--- src/logic/kbm_cfg_pkg.sv ---
// Package of offsets, reset values and field layouts for the controller config bank
`default_nettype none
package kbm_cfg_pkg;
  // Register indexes inside one logical-device bank
  localparam logic [7:0] IDX_ACTIVATE = 8'h30;
  localparam logic [7:0] IDX_DATA_BASE_HIGH = 8'h60;
  localparam logic [7:0] IDX_DATA_BASE_LOW = 8'h61;
  localparam logic [7:0] IDX_CMD_BASE_HIGH = 8'h62;
  localparam logic [7:0] IDX_CMD_BASE_LOW = 8'h63;
  localparam logic [7:0] IDX_IRQ_NUMBER = 8'h70;
  localparam logic [7:0] IDX_IRQ_TYPE = 8'h71;
  localparam logic [7:0] IDX_DMA_REPORT_A = 8'h74;
  localparam logic [7:0] IDX_DMA_REPORT_B = 8'h75;
  localparam logic [7:0] IDX_SHARED_CONFIG = 8'hF0;
  // Bank select: byte address = bank * 0x400 + 4 * index
  localparam int BANK_BIT = 10;
  localparam logic BANK_MOUSE = 1'b0;
  localparam logic BANK_KEYBOARD = 1'b1;
  // Reset values
  localparam logic [7:0] RST_ACTIVATE = 8'h00;
  localparam logic [7:0] RST_BASE_HIGH = 8'h00;
  localparam logic [7:0] RST_DATA_BASE_LOW = 8'h60;
  localparam logic [7:0] RST_CMD_BASE_LOW = 8'h64;
  localparam logic [7:0] RST_MOUSE_IRQ_NUMBER = 8'h0C;
  localparam logic [7:0] RST_KBD_IRQ_NUMBER = 8'h01;
  localparam logic [7:0] RST_IRQ_TYPE = 8'h02;
  localparam logic [7:0] DMA_REPORT_NONE = 8'h04;
  localparam logic [1:0] RST_CLK_SEL = 2'h1;
  // Fixed fields and writable masks
  localparam logic [2:0] DATA_LOW_FIXED = 3'h0;
  localparam logic [2:0] CMD_LOW_FIXED = 3'h4;
  localparam logic [7:0] BASE_HIGH_WMASK = 8'h07;
  localparam logic [7:0] IRQ_TYPE_WMASK = 8'h03;
  // Shared config field positions
  localparam int CFG_CLK_MSB = 7;
  localparam int CFG_CLK_LSB = 6;
  localparam int CFG_SWAP_BIT = 3;
  localparam int CFG_HIZ_BIT = 0;
  localparam int ACT_BIT = 0;
  // AXI responses
  localparam logic [1:0] RESP_OKAY = 2'h0;
  localparam logic [1:0] RESP_DECERR = 2'h3;
  // Controller clock choices
  typedef enum logic [1:0] {
    KBM_CLK_8MHZ = 2'b00,
    KBM_CLK_12MHZ = 2'b01,
    KBM_CLK_16MHZ = 2'b10,
    KBM_CLK_RSVD = 2'b11
  } kbm_clk_e;
  // Decoded register selection
  typedef enum logic [3:0] {
    SEL_NONE = 4'b0000, SEL_M_ACT = 4'b0001, SEL_K_ACT = 4'b0010,
    SEL_DB_HI = 4'b0011, SEL_DB_LO = 4'b0100, SEL_CB_HI = 4'b0101,
    SEL_CB_LO = 4'b0110, SEL_M_NUM = 4'b0111, SEL_K_NUM = 4'b1000,
    SEL_M_TYPE = 4'b1001, SEL_K_TYPE = 4'b1010, SEL_DMA = 4'b1011,
    SEL_CFG = 4'b1100
  } kbm_sel_e;
endpackage : kbm_cfg_pkg
`default_nettype wire

--- src/logic/kbm_pin_if.sv ---
// Interface carrying controller-side pin requests and routing control to the pin mux
`timescale 1ns/100ps
`default_nettype none
interface kbm_pin_if;
  logic kb_clk_low;
  logic kb_dat_low;
  logic ms_clk_low;
  logic ms_dat_low;
  logic kb_clk_rx;
  logic kb_dat_rx;
  logic ms_clk_rx;
  logic ms_dat_rx;
  logic swap;
  logic hiz;
  modport cfg (output kb_clk_low, kb_dat_low, ms_clk_low, ms_dat_low, swap, hiz,
               input kb_clk_rx, kb_dat_rx, ms_clk_rx, ms_dat_rx);
  modport mux (input kb_clk_low, kb_dat_low, ms_clk_low, ms_dat_low, swap, hiz,
               output kb_clk_rx, kb_dat_rx, ms_clk_rx, ms_dat_rx);
endinterface : kbm_pin_if
`default_nettype wire

--- src/logic/kbm_pin_mux.sv ---
// Open-drain pin exchange and high-impedance control for the keyboard and pointer pins
`timescale 1ns/100ps
`default_nettype none
module kbm_pin_mux
  import kbm_cfg_pkg::*;
(
  // Controller side
  kbm_pin_if.mux ctl,
  // Keyboard clock pin
  input wire logic keyboard_clock_pin_in,
  output logic keyboard_clock_pin_out,
  output logic keyboard_clock_pin_oe_n_out,
  // Keyboard data pin
  input wire logic keyboard_data_pin_in,
  output logic keyboard_data_pin_out,
  output logic keyboard_data_pin_oe_n_out,
  // Pointer clock pin
  input wire logic pointer_clock_pin_in,
  output logic pointer_clock_pin_out,
  output logic pointer_clock_pin_oe_n_out,
  // Pointer data pin
  input wire logic pointer_data_pin_in,
  output logic pointer_data_pin_out,
  output logic pointer_data_pin_oe_n_out
);
  // Open drain: the pins only ever pull low, so the driven level is constant
  assign keyboard_clock_pin_out = 1'b0;
  assign keyboard_data_pin_out = 1'b0;
  assign pointer_clock_pin_out = 1'b0;
  assign pointer_data_pin_out = 1'b0;

  assign keyboard_clock_pin_oe_n_out = ctl.hiz | ~(ctl.swap ? ctl.ms_clk_low : ctl.kb_clk_low);
  assign keyboard_data_pin_oe_n_out = ctl.hiz | ~(ctl.swap ? ctl.ms_dat_low : ctl.kb_dat_low);
  assign pointer_clock_pin_oe_n_out = ctl.hiz | ~(ctl.swap ? ctl.kb_clk_low : ctl.ms_clk_low);
  assign pointer_data_pin_oe_n_out = ctl.hiz | ~(ctl.swap ? ctl.kb_dat_low : ctl.ms_dat_low);

  // receive path follows the same exchange
  assign ctl.kb_clk_rx = ctl.swap ? pointer_clock_pin_in : keyboard_clock_pin_in;
  assign ctl.kb_dat_rx = ctl.swap ? pointer_data_pin_in : keyboard_data_pin_in;
  assign ctl.ms_clk_rx = ctl.swap ? keyboard_clock_pin_in : pointer_clock_pin_in;
  assign ctl.ms_dat_rx = ctl.swap ? keyboard_data_pin_in : pointer_data_pin_in;
endmodule // kbm_pin_mux
`default_nettype wire

--- src/logic/kbm_config.sv ---
// Configuration bank of the keyboard and pointer controller, reached over AXI4-Lite
`timescale 1ns/100ps
`default_nettype none
module kbm_config
  import kbm_cfg_pkg::*;
#(
  parameter int ADDR_W = 12
) (
  // Clock and resets
  input wire logic clk_in,
  input wire logic srst_in,
  input wire logic sb_srst_in,
  // AXI4-Lite write channels
  input wire logic [ADDR_W-1:0] s_axi_awaddr,
  input wire logic s_axi_awvalid,
  output logic s_axi_awready,
  input wire logic [31:0] s_axi_wdata,
  input wire logic [3:0] s_axi_wstrb,
  input wire logic s_axi_wvalid,
  output logic s_axi_wready,
  output logic [1:0] s_axi_bresp,
  output logic s_axi_bvalid,
  input wire logic s_axi_bready,
  // AXI4-Lite read channels
  input wire logic [ADDR_W-1:0] s_axi_araddr,
  input wire logic s_axi_arvalid,
  output logic s_axi_arready,
  output logic [31:0] s_axi_rdata,
  output logic [1:0] s_axi_rresp,
  output logic s_axi_rvalid,
  input wire logic s_axi_rready,
  // Controller resources
  output logic kbc_active_out,
  output logic [15:0] kbd_data_base_out,
  output logic [15:0] kbd_cmd_base_out,
  output logic [1:0] kbc_clk_sel_out,
  output logic wakeup_swap_out,
  // Interrupt requests in, gated lines out
  input wire logic mouse_irq_req_in,
  input wire logic kbd_irq_req_in,
  output logic mouse_irq_out,
  output logic kbd_irq_out,
  output logic [7:0] mouse_irq_num_out,
  output logic [7:0] kbd_irq_num_out,
  output logic [1:0] mouse_irq_type_out,
  output logic [1:0] kbd_irq_type_out,
  // Controller-side pin requests (high pulls the line low)
  input wire logic kb_clk_low_in,
  input wire logic kb_dat_low_in,
  input wire logic ms_clk_low_in,
  input wire logic ms_dat_low_in,
  output logic kb_clk_rx_out,
  output logic kb_dat_rx_out,
  output logic ms_clk_rx_out,
  output logic ms_dat_rx_out,
  // Keyboard pins
  input wire logic keyboard_clock_pin_in,
  output logic keyboard_clock_pin_out,
  output logic keyboard_clock_pin_oe_n_out,
  input wire logic keyboard_data_pin_in,
  output logic keyboard_data_pin_out,
  output logic keyboard_data_pin_oe_n_out,
  // Pointer pins
  input wire logic pointer_clock_pin_in,
  output logic pointer_clock_pin_out,
  output logic pointer_clock_pin_oe_n_out,
  input wire logic pointer_data_pin_in,
  output logic pointer_data_pin_out,
  output logic pointer_data_pin_oe_n_out
);
  // ----------------------------------------
  // Decode
  // ----------------------------------------
  // Shared by read and write paths; anything unlisted is unmapped
  function automatic kbm_sel_e reg_sel(input logic [ADDR_W-1:0] addr);
    logic [7:0] idx;
    logic bank;
    idx = addr[9:2];
    bank = addr[BANK_BIT];
    reg_sel = SEL_NONE;
    if (addr[1:0] == 2'h0 && addr[ADDR_W-1:BANK_BIT+1] == '0) begin
      case (idx)
        IDX_ACTIVATE: reg_sel = (bank == BANK_MOUSE) ? SEL_M_ACT : SEL_K_ACT;
        IDX_DATA_BASE_HIGH: reg_sel = (bank == BANK_KEYBOARD) ? SEL_DB_HI : SEL_NONE;
        IDX_DATA_BASE_LOW: reg_sel = (bank == BANK_KEYBOARD) ? SEL_DB_LO : SEL_NONE;
        IDX_CMD_BASE_HIGH: reg_sel = (bank == BANK_KEYBOARD) ? SEL_CB_HI : SEL_NONE;
        IDX_CMD_BASE_LOW: reg_sel = (bank == BANK_KEYBOARD) ? SEL_CB_LO : SEL_NONE;
        IDX_IRQ_NUMBER: reg_sel = (bank == BANK_MOUSE) ? SEL_M_NUM : SEL_K_NUM;
        IDX_IRQ_TYPE: reg_sel = (bank == BANK_MOUSE) ? SEL_M_TYPE : SEL_K_TYPE;
        IDX_DMA_REPORT_A, IDX_DMA_REPORT_B: reg_sel = SEL_DMA;
        IDX_SHARED_CONFIG: reg_sel = (bank == BANK_KEYBOARD) ? SEL_CFG : SEL_NONE;
        default: reg_sel = SEL_NONE;
      endcase
    end
  endfunction

  // ----------------------------------------
  // Write channel
  // ----------------------------------------
  logic aw_held_reg;
  logic w_held_reg;
  logic [ADDR_W-1:0] aw_addr_reg;
  logic [7:0] w_data_reg;
  logic w_lane_reg;
  logic wr_fire;
  kbm_sel_e wr_sel;

  assign s_axi_awready = ~aw_held_reg & ~s_axi_bvalid;
  assign s_axi_wready = ~w_held_reg & ~s_axi_bvalid;
  assign wr_fire = aw_held_reg & w_held_reg & ~s_axi_bvalid;
  assign wr_sel = reg_sel(aw_addr_reg);

  // Address and data may arrive in either order; each is held until both are in
  always_ff @(posedge clk_in) begin
    if (srst_in) begin
      aw_held_reg <= 1'b0;
      w_held_reg <= 1'b0;
      aw_addr_reg <= '0;
      w_data_reg <= 8'h00;
      w_lane_reg <= 1'b0;
    end else begin
      if (s_axi_awvalid && s_axi_awready) begin
        aw_held_reg <= 1'b1;
        aw_addr_reg <= s_axi_awaddr;
      end else if (wr_fire) begin
        aw_held_reg <= 1'b0;
      end
      if (s_axi_wvalid && s_axi_wready) begin
        w_held_reg <= 1'b1;
        w_data_reg <= s_axi_wdata[7:0];
        w_lane_reg <= s_axi_wstrb[0];
      end else if (wr_fire) begin
        w_held_reg <= 1'b0;
      end
    end
  end

  // Write response, held until the master takes it
  always_ff @(posedge clk_in) begin
    if (srst_in) begin
      s_axi_bvalid <= 1'b0;
      s_axi_bresp <= RESP_OKAY;
    end else if (wr_fire) begin
      s_axi_bvalid <= 1'b1;
      s_axi_bresp <= (wr_sel == SEL_NONE) ? RESP_DECERR : RESP_OKAY;
    end else if (s_axi_bready) begin
      s_axi_bvalid <= 1'b0;
    end
  end

  // ----------------------------------------
  // Register storage
  // ----------------------------------------
  logic mouse_act_reg;
  logic kbd_act_reg;
  logic [2:0] data_base_high_reg;
  logic [4:0] data_base_low_reg;
  logic [2:0] cmd_base_high_reg;
  logic [4:0] cmd_base_low_reg;
  logic [7:0] mouse_irq_num_reg;
  logic [7:0] kbd_irq_num_reg;
  logic [1:0] mouse_irq_type_reg;
  logic [1:0] kbd_irq_type_reg;
  logic [1:0] clk_sel_reg;
  logic hiz_reg;
  logic swap_reg;
  logic wr_byte;
  logic any_active;

  assign wr_byte = wr_fire & w_lane_reg;
  assign any_active = mouse_act_reg | kbd_act_reg;

  // Activation bits; only bit 0 is stored
  always_ff @(posedge clk_in) begin
    if (srst_in) begin
      mouse_act_reg <= RST_ACTIVATE[ACT_BIT];
      kbd_act_reg <= RST_ACTIVATE[ACT_BIT];
    end else if (wr_byte) begin
      if (wr_sel == SEL_M_ACT) mouse_act_reg <= w_data_reg[ACT_BIT];
      if (wr_sel == SEL_K_ACT) kbd_act_reg <= w_data_reg[ACT_BIT];
    end
  end

  // base addresses; fixed bits are never stored
  always_ff @(posedge clk_in) begin
    if (srst_in) begin
      data_base_high_reg <= RST_BASE_HIGH[2:0];
      data_base_low_reg <= RST_DATA_BASE_LOW[7:3];
      cmd_base_high_reg <= RST_BASE_HIGH[2:0];
      cmd_base_low_reg <= RST_CMD_BASE_LOW[7:3];
    end else if (wr_byte) begin
      if (wr_sel == SEL_DB_HI) data_base_high_reg <= w_data_reg[2:0];
      if (wr_sel == SEL_DB_LO) data_base_low_reg <= w_data_reg[7:3];
      if (wr_sel == SEL_CB_HI) cmd_base_high_reg <= w_data_reg[2:0];
      if (wr_sel == SEL_CB_LO) cmd_base_low_reg <= w_data_reg[7:3];
    end
  end

  always_ff @(posedge clk_in) begin
    if (srst_in) begin
      mouse_irq_num_reg <= RST_MOUSE_IRQ_NUMBER;
      kbd_irq_num_reg <= RST_KBD_IRQ_NUMBER;
      mouse_irq_type_reg <= RST_IRQ_TYPE[1:0];
      kbd_irq_type_reg <= RST_IRQ_TYPE[1:0];
    end else if (wr_byte) begin
      if (wr_sel == SEL_M_NUM) mouse_irq_num_reg <= w_data_reg;
      if (wr_sel == SEL_K_NUM) kbd_irq_num_reg <= w_data_reg;
      if (wr_sel == SEL_M_TYPE) mouse_irq_type_reg <= w_data_reg[1:0];
      if (wr_sel == SEL_K_TYPE) kbd_irq_type_reg <= w_data_reg[1:0];
    end
  end

  // clock field frozen while active; a write then leaves it unchanged
  always_ff @(posedge clk_in) begin
    if (srst_in) begin
      clk_sel_reg <= RST_CLK_SEL;
      hiz_reg <= 1'b0;
    end else if (wr_byte && wr_sel == SEL_CFG) begin
      if (!any_active) clk_sel_reg <= w_data_reg[CFG_CLK_MSB:CFG_CLK_LSB];
      hiz_reg <= w_data_reg[CFG_HIZ_BIT];
    end
  end

  // standby-well bit: main reset does not clear it
  // A write landing in a main-reset cycle is dropped, as it is for every other register
  always_ff @(posedge clk_in) begin
    if (sb_srst_in) begin
      swap_reg <= 1'b0;
    end else if (!srst_in && wr_byte && wr_sel == SEL_CFG) begin
      swap_reg <= w_data_reg[CFG_SWAP_BIT];
    end
  end

  // ----------------------------------------
  // Read channel
  // ----------------------------------------
  logic [7:0] rd_byte;
  kbm_sel_e rd_sel;
  assign rd_sel = reg_sel(s_axi_araddr);
  assign s_axi_arready = ~s_axi_rvalid;

  // Read mux; reserved config bits come back zero
  always_comb begin
    rd_byte = 8'h00;
    case (rd_sel)
      SEL_M_ACT: rd_byte = {7'h00, mouse_act_reg};
      SEL_K_ACT: rd_byte = {7'h00, kbd_act_reg};
      SEL_DB_HI: rd_byte = {5'h00, data_base_high_reg};
      SEL_DB_LO: rd_byte = {data_base_low_reg, DATA_LOW_FIXED};
      SEL_CB_HI: rd_byte = {5'h00, cmd_base_high_reg};
      SEL_CB_LO: rd_byte = {cmd_base_low_reg, CMD_LOW_FIXED};
      SEL_M_NUM: rd_byte = mouse_irq_num_reg;
      SEL_K_NUM: rd_byte = kbd_irq_num_reg;
      SEL_M_TYPE: rd_byte = {6'h00, mouse_irq_type_reg};
      SEL_K_TYPE: rd_byte = {6'h00, kbd_irq_type_reg};
      SEL_DMA: rd_byte = DMA_REPORT_NONE;
      SEL_CFG: rd_byte = {clk_sel_reg, 2'h0, swap_reg, 2'h0, hiz_reg};
      default: rd_byte = 8'h00;
    endcase
  end

  // One-deep read: data registered on the address handshake
  always_ff @(posedge clk_in) begin
    if (srst_in) begin
      s_axi_rvalid <= 1'b0;
      s_axi_rdata <= 32'h0000_0000;
      s_axi_rresp <= RESP_OKAY;
    end else if (s_axi_arvalid && s_axi_arready) begin
      s_axi_rvalid <= 1'b1;
      s_axi_rdata <= {24'h000000, rd_byte};
      s_axi_rresp <= (rd_sel == SEL_NONE) ? RESP_DECERR : RESP_OKAY;
    end else if (s_axi_rready) begin
      s_axi_rvalid <= 1'b0;
    end
  end

  // ----------------------------------------
  // Controller resources
  // ----------------------------------------
  assign kbc_active_out = any_active;
  assign kbd_data_base_out = {5'h00, data_base_high_reg, data_base_low_reg, DATA_LOW_FIXED};
  assign kbd_cmd_base_out = {5'h00, cmd_base_high_reg, cmd_base_low_reg, CMD_LOW_FIXED};
  assign kbc_clk_sel_out = clk_sel_reg;
  // wake-up detector sees the same swap
  assign wakeup_swap_out = swap_reg;
  // each line gated by its own device only
  assign mouse_irq_out = mouse_irq_req_in & mouse_act_reg;
  assign kbd_irq_out = kbd_irq_req_in & kbd_act_reg;
  assign mouse_irq_num_out = mouse_irq_num_reg;
  assign kbd_irq_num_out = kbd_irq_num_reg;
  assign mouse_irq_type_out = mouse_irq_type_reg;
  assign kbd_irq_type_out = kbd_irq_type_reg;

  // ----------------------------------------
  // Pins
  // ----------------------------------------
  kbm_pin_if pin_bus ();
  assign pin_bus.kb_clk_low = kb_clk_low_in;
  assign pin_bus.kb_dat_low = kb_dat_low_in;
  assign pin_bus.ms_clk_low = ms_clk_low_in;
  assign pin_bus.ms_dat_low = ms_dat_low_in;
  assign pin_bus.swap = swap_reg;
  // float only when both devices are off
  assign pin_bus.hiz = hiz_reg & ~any_active;
  assign kb_clk_rx_out = pin_bus.kb_clk_rx;
  assign kb_dat_rx_out = pin_bus.kb_dat_rx;
  assign ms_clk_rx_out = pin_bus.ms_clk_rx;
  assign ms_dat_rx_out = pin_bus.ms_dat_rx;

  kbm_pin_mux u_pin_mux (
    .ctl(pin_bus.mux),
    .keyboard_clock_pin_in(keyboard_clock_pin_in),
    .keyboard_clock_pin_out(keyboard_clock_pin_out),
    .keyboard_clock_pin_oe_n_out(keyboard_clock_pin_oe_n_out),
    .keyboard_data_pin_in(keyboard_data_pin_in),
    .keyboard_data_pin_out(keyboard_data_pin_out),
    .keyboard_data_pin_oe_n_out(keyboard_data_pin_oe_n_out),
    .pointer_clock_pin_in(pointer_clock_pin_in),
    .pointer_clock_pin_out(pointer_clock_pin_out),
    .pointer_clock_pin_oe_n_out(pointer_clock_pin_oe_n_out),
    .pointer_data_pin_in(pointer_data_pin_in),
    .pointer_data_pin_out(pointer_data_pin_out),
    .pointer_data_pin_oe_n_out(pointer_data_pin_oe_n_out)
  );
endmodule // kbm_config
`default_nettype wire

--- config.mk ---
export PLATFORM = sky130hd
export DESIGN_NAME = kbm_config
export DESIGN_NICKNAME = d
export VERILOG_FILES = /design/src/logic/kbm_cfg_pkg.sv /design/src/logic/kbm_pin_if.sv /design/src/logic/kbm_pin_mux.sv /design/src/logic/kbm_config.sv
export SDC_FILE = /design/constraint.sdc
export NUM_CORES = 1
export LEC_CHECK = 0
export ABC_AREA = 1
export BUFFER_PORTS_ARGS = -buffer_cell sky130_fd_sc_hd__buf_2
export CAP_MARGIN = 20
export CORE_ASPECT_RATIO = 0.6
export CORE_UTILIZATION = 40
export DETAILED_ROUTE_END_ITERATION = 10
export PLACE_DENSITY = 0.78
export SLEW_MARGIN = 0
export SYNTH_ARGS = -nofsm -noshare
export SYNTH_HDL_FRONTEND = slang
export SYNTH_HIERARCHICAL = 1
export SYNTH_SLANG_ARGS = --single-unit
export TNS_END_PERCENT = 30
--- constraint.sdc ---
create_clock -name clk_in -period 2.35 [get_ports clk_in]
set_clock_uncertainty 0.15 [all_clocks]
set_input_delay 0.1175 -clock clk_in [delete_from_list [all_inputs] [get_ports clk_in]]
set_output_delay 0.1175 -clock clk_in [all_outputs]
set_load 0.05 [all_outputs]
# After elaboration in Yosys (flattened, before gate mapping)
# Index checks and enable logic that the tools add are counted.
# totals
register_bits	79
# classes
n_eq_ne	43
mux	38
bitwise_logic	24
n_reduce_logical	30
# op_table
cell	n
$eq A8 B7 Y1 const B	16
$pmux W8 S12	1
$pmux W4 S9	2
$eq A4 B4 Y1 const B	9
$eq A4 B3 Y1 const B	8
$mux W4	6
$reduce_and A2 Y1	11
$mux W3	6
$eq A4 B2 Y1 const B	4
$eq A8 B6 Y1 const B	2
$eq A8 B8 Y1 const B	2
$mux W2	8
$mux W1	15
$not A1 Y1	11
$and A1 B1 Y1	8
$eq A4 B1 Y1 const B	2
$logic_and A1 B1 Y1	8
$logic_not A4 Y1	2
$reduce_bool A2 Y1	4
$or A1 B1 Y1	5
$logic_not A2 Y1	2
$reduce_or A2 Y1	2
$logic_not A1 Y1	1

# Longest topological paths before layout
# logic_depth
depth_word	7
depth_mapped	17
ltp_nobuf	17

# Cells and area by module
# Netlist, hierarchy kept.
# modules_own_cells
mod	n_inst	cells_each	area_each_um2	seq_area_each_um2
kbm_config	1	623	4289.1	1541.5
kbm_pin_mux	1	34	172.7	0.0

# Worst setup path before layout
# No wires, ideal clock.
# synth_timing
kind	flip-flop to flip-flop
startpoint	register s_axi_bvalid
endpoint	register w_data_reg[1]
arrival_time_ns	1.916
slack_ns	0.168
path_stages_with_launch	6
period_less_slack_ns	2.182
cell_sequence	dfxtp_1 -> nor2_1 -> nand2_1 -> clkbuf_1 -> o21ai_0 -> nor2_1
# synth_via
elab_chain_len	3
# synth_lines
item	line	text
from (decl)	kbm_config.sv:22	output logic s_axi_bvalid,
from (signal assigned)	kbm_config.sv:141	s_axi_bvalid <= 1'b0;
from (signal assigned)	kbm_config.sv:144	s_axi_bvalid <= 1'b1;
from (signal assigned)	kbm_config.sv:147	s_axi_bvalid <= 1'b0;
$not A1 Y1	kbm_config.sv:109	assign s_axi_wready = ~w_held_reg & ~s_axi_bvalid;
$and A1 B1 Y1	kbm_config.sv:109	
named net s_axi_wready	kbm_config.sv:20	output logic s_axi_wready,
$logic_and A1 B1 Y1	kbm_config.sv:128	if (s_axi_wvalid && s_axi_wready) begin
to (signal assigned)	kbm_config.sv:130	w_data_reg <= s_axi_wdata[7:0];
to (decl)	kbm_config.sv:103	logic [7:0] w_data_reg;
# The timed path passes the listed nets, and every way through them passes these cells.
# A chain may end at the register's enable or synchronous reset.

# Worst setup path after layout
# layout_timing
startpoint	register aw_addr_reg[3]
endpoint	register cmd_base_low_reg[2]
# layout_via
elab_chain_len	6
# layout_lines
item	line	text
from (decl)	kbm_config.sv:102	logic [ADDR_W-1:0] aw_addr_reg;
from (signal assigned)	kbm_config.sv:124	aw_addr_reg <= s_axi_awaddr;
$eq A8 B7 Y1	kbm_config.sv:82	case (idx)
$reduce_or A2 Y1	kbm_config.sv:82	
$pmux W4 S9 *	kbm_config.sv:82	
$mux W4 *	kbm_config.sv:81	if (addr[1:0] == 2'h0 && addr[ADDR_W-1:BANK_BIT+1] == '0) begin
$eq A4 B3 Y1 *	kbm_config.sv:195	if (wr_sel == SEL_CB_LO) cmd_base_low_reg <= w_data_reg[7:3];
$reduce_and A2 Y1 (no line) *	--	
to (signal assigned)	kbm_config.sv:190	cmd_base_low_reg <= RST_CMD_BASE_LOW[7:3];
to (signal assigned)	kbm_config.sv:195	
to (decl)	kbm_config.sv:159	logic [4:0] cmd_base_low_reg;
# Every way passes the cells marked *; elsewhere a longest branch is shown, timed or not.

==> metrics.csv <==
stage;metric;value;unit
synthesis;Synth area leaders;dfxtp_1 (35%), nand2_1 (11%), nor2_1 (8.2%), buf_4 (8.1%), nand3_1 (5.6%);
critical_path;Worst Setup SP;aw_addr_reg[3];
layout;max reg flops;12;
critical_path;Critical Path Sink;cmd_base_low_reg[2];
sta;WHS;0.0513;ns
critical_path;data required time at the worst endpoint;2.42;ns
sta;Final period util;94.7;%
detailed_routing;Vias;4494;
layout;final instance count without filler cells;948;
placement;port bufs;117;
synthesis;mux cell area share after synthesis;0;%
sta;Worst-Margin Slew;0.552;ns
critical_path;worst flop-to-flop path endpoint;cmd_base_low_reg[2];
hold_path;Hold Crit Class;input pin to register;
hold_path;hold path startpoint;srst_in;
synthesis;post-synthesis compound-gate area fraction;14.4;%
floorplanning;Die W;138;µm
synthesis;post-synthesis sequential area ratio;34.5;%
synthesis;Simple-Gate Fraction of Synth Area;35.2;%
synthesis;main combinational cell family by area after synthesis;simple AND/OR/NAND/NOR gates;
detailed_routing;Pre-Repair DR Iteration Count;8;
synthesis;Synth top area share;34.5;%
synthesis;leading cell type by number of instances after synthesis;nand2_1;
sta;final hold violations;0;
placement;hpwl dp;9320;µm
grt;initial antenna violation count;0;
clock_tree;CTS Root Cell;clkbuf_16;
floorplanning;die area;0.0116;mm²
critical_path;peak fanout along the critical path;8;
synthesis;#FFs+latches synth;77;
layout;Final #Nets;882;
grt;pin count of the biggest net entering global routing;40;
detailed_routing;initial drt markers;388;
synthesis;Synth Area in Adders;0;%
placement;pre-CTS setup slack;0.134;ns
critical_path;critical path arrival;2.29;ns
floorplanning;IO Count;189;
floorplanning;# rows;29;
critical_path;endpoint type of the worst setup path;register;
synthesis;number of flops mapped to enable cells by yosys;0;
detailed_routing;DR WL/cell;13.1;µm
synthesis;top_reg_cell synth;dfxtp_1;
clock_tree;TritonCTS clock tree;yes;
synthesis;Commonest cells post-synth;nand2_1 (131), nor2_1 (98), dfxtp_1 (77);
grt;first-pass GRT wire length;19500;µm
layout;fill count;1045;
synthesis;YS warnings;6;
sta;RSZ-0062 raised after global routing;yes;
grt;total track usage;21.6;%
outcome;status;finished, violations left;
sta;Final Setup Violations;0;
sta;slew margin rel.;63.1;%
synthesis;Post-synth ARST share;0;%
critical_path;reg-to-reg slack, setup;0.13;ns
floorplanning;initial core utilization;41.7;%
layout;# diodes;0;
clock_tree;H-tree depth;3;
detailed_routing;vias per cell;4.74;
floorplanning;Die Ht;83.8;µm
detailed_routing;Remaining DRCs;16;
synthesis;Avg Synthesized Cell Area;6.79;µm²
grt;vias in the first global route;3857;
layout;P&R area growth vs syn;26.6;%
sta;Period minus WS final;2.22;ns
pwr;maximum vdd ir drop;0.366;mV
clock_tree;worst skew pair latency;0.35;ns
clock_tree;CTS Buf Count;9;
layout;post-layout util;52.8;%
pwr;pwr dens;593;mW/mm²
critical_path;crit path kind;register to register;
critical_path;R2R cell count;12;
synthesis;largest area contributor in the netlist;dfxtp_1;
sta;TNS Setup;0;ns
outcome;failing checks;DRC;
floorplanning;core area;0.0107;mm²
sta;fmax;0.450;GHz
layout;share of post-route cells with drive strength above 1;26.5;%
synthesis;Synth Instances;657;
synthesis;Synth cell types;38;
pwr;leak pwr;2.81;nW
job;MaxCap Viol Count;0;
detailed_routing;final wirelength;12400;µm
critical_path;RR Startpoint;aw_addr_reg[3];
synthesis;Post-Syn Area;0.00446;mm²
critical_path;startpoint class of the critical path;register;
sta;Slew Limit Fails;0;
clock_tree;Worst-path clk slew;0.06;ns
grt;GRT overflow;0;
detailed_routing;Final ANT Viol Nets;0;
sta;final worst-path setup slack;0.126;ns
synthesis;Post-Synth XOR/XNOR Area;0;%
placement;placed instance count;903;
clock_tree;clock sink count;77;
clock_tree;clk buf depth;2;
placement;Final GP Congestion;0.870;
-- where the power goes --
| part | internal (mW) | switching [mW] | total [mW] |
|---|---|---|---|
| Clock | 0.829 | 0.568 | 1.40 |
| Sequential | 1.35 | 0.0463 | 1.39 |
| Combinational | 0.140 | 0.419 | 0.559 |
| Total | 2.32 | 1.03 | 3.35 |
-- through the flow --
step                area, µm²  power [mW]
floorplan                4620        1.88
global placement         5040        1.93
detailed placement       5040        1.94
CTS                      5590        3.37
global route             5650        3.49
finish                   5650        3.35
-- repair_timing --
item	in CTS	in global routing
setup buffers	0	4
hold buffers	25	0
endpoints found under the hold margin	25	0
endpoints found under the setup margin	0	20
gates resized for setup	0	9
-- layout by cell type (no fill, tap or decap), types with 2 or more instances in the layout --
cell	count
conb_1	44
nand2_1	130
o21ai_1	15
a21oi_2	4
clkbuf_16	9
inv_1	59
o211ai_1	7
nor2_2	9
nand4_1	8
nor3_1	5
dfxtp_1	75
nand2_2	11
nor3_4	2
nand3_1	50
clkinvlp_4	3
buf_4	13
o21ai_2	5
nor2_4	7
nor2_1	98
clkinv_1	2
nor2_8	2
buf_2	117
dlygate4sd3_1	25
inv_2	9
nand3_2	4
o21ai_0	40
a21oi_1	33
inv_6	3
dfxtp_2	2
or2_2	2
nand2_4	4
-- final cells by class --
class                   count  area (µm²)  share of cell area (%)
clock inverters             6        70.1                    1.24
well taps                 139         174                    3.08
inverters                  72         278                    4.92
flip-flops and latches     77        1540                    27.3
clock buffers              10         229                    4.05
repair buffers            156         953                    16.9
multi-input cells         488        2400                    42.5
-- worst max-delay path, cell delays in order (launching register included) --
cell and delay, ns:
dfxtp_1 0.31, inv_1 0.17, nand2_2 0.12, nor2_4 0.14
inv_2 0.07, o22ai_2 0.15, nor2_2 0.10, nor2_8 0.14
nand2_2 0.10, nor3_4 0.32, nand2_4 0.15, nand2_1 0.10
o211ai_1 0.09
-- layer usage --
metal	share of wire (%)	vias up	GRT usage [%]
li1	-	2323	-
met1	47	1972	31.3
met2	42	185	31.0
met3	9.4	14	5.79
met4	0.98	0	6.44
met5	0	-	0
-- worst min path at each step --
stage                            to  slack [ns]  cells after the start
detailed placement  wakeup_swap_out        0.13                      2
global placement    wakeup_swap_out        0.13                      2
floorplan           wakeup_swap_out        0.04                      1
CTS                  s_axi_rdata[2]        0.03                      3
global route             w_held_reg        0.07                      3
finish               s_axi_rdata[2]        0.05                      3
-- cell families (layout without fill, tap and decap cells) --
logic type	count (synthesis)	count (layout)
simple gates	335	335
buf+inv	133	244
compound gates	109	109
flops	77	77
other cells	3	44
No activity file was read; power rests on OpenSTA's default activity.
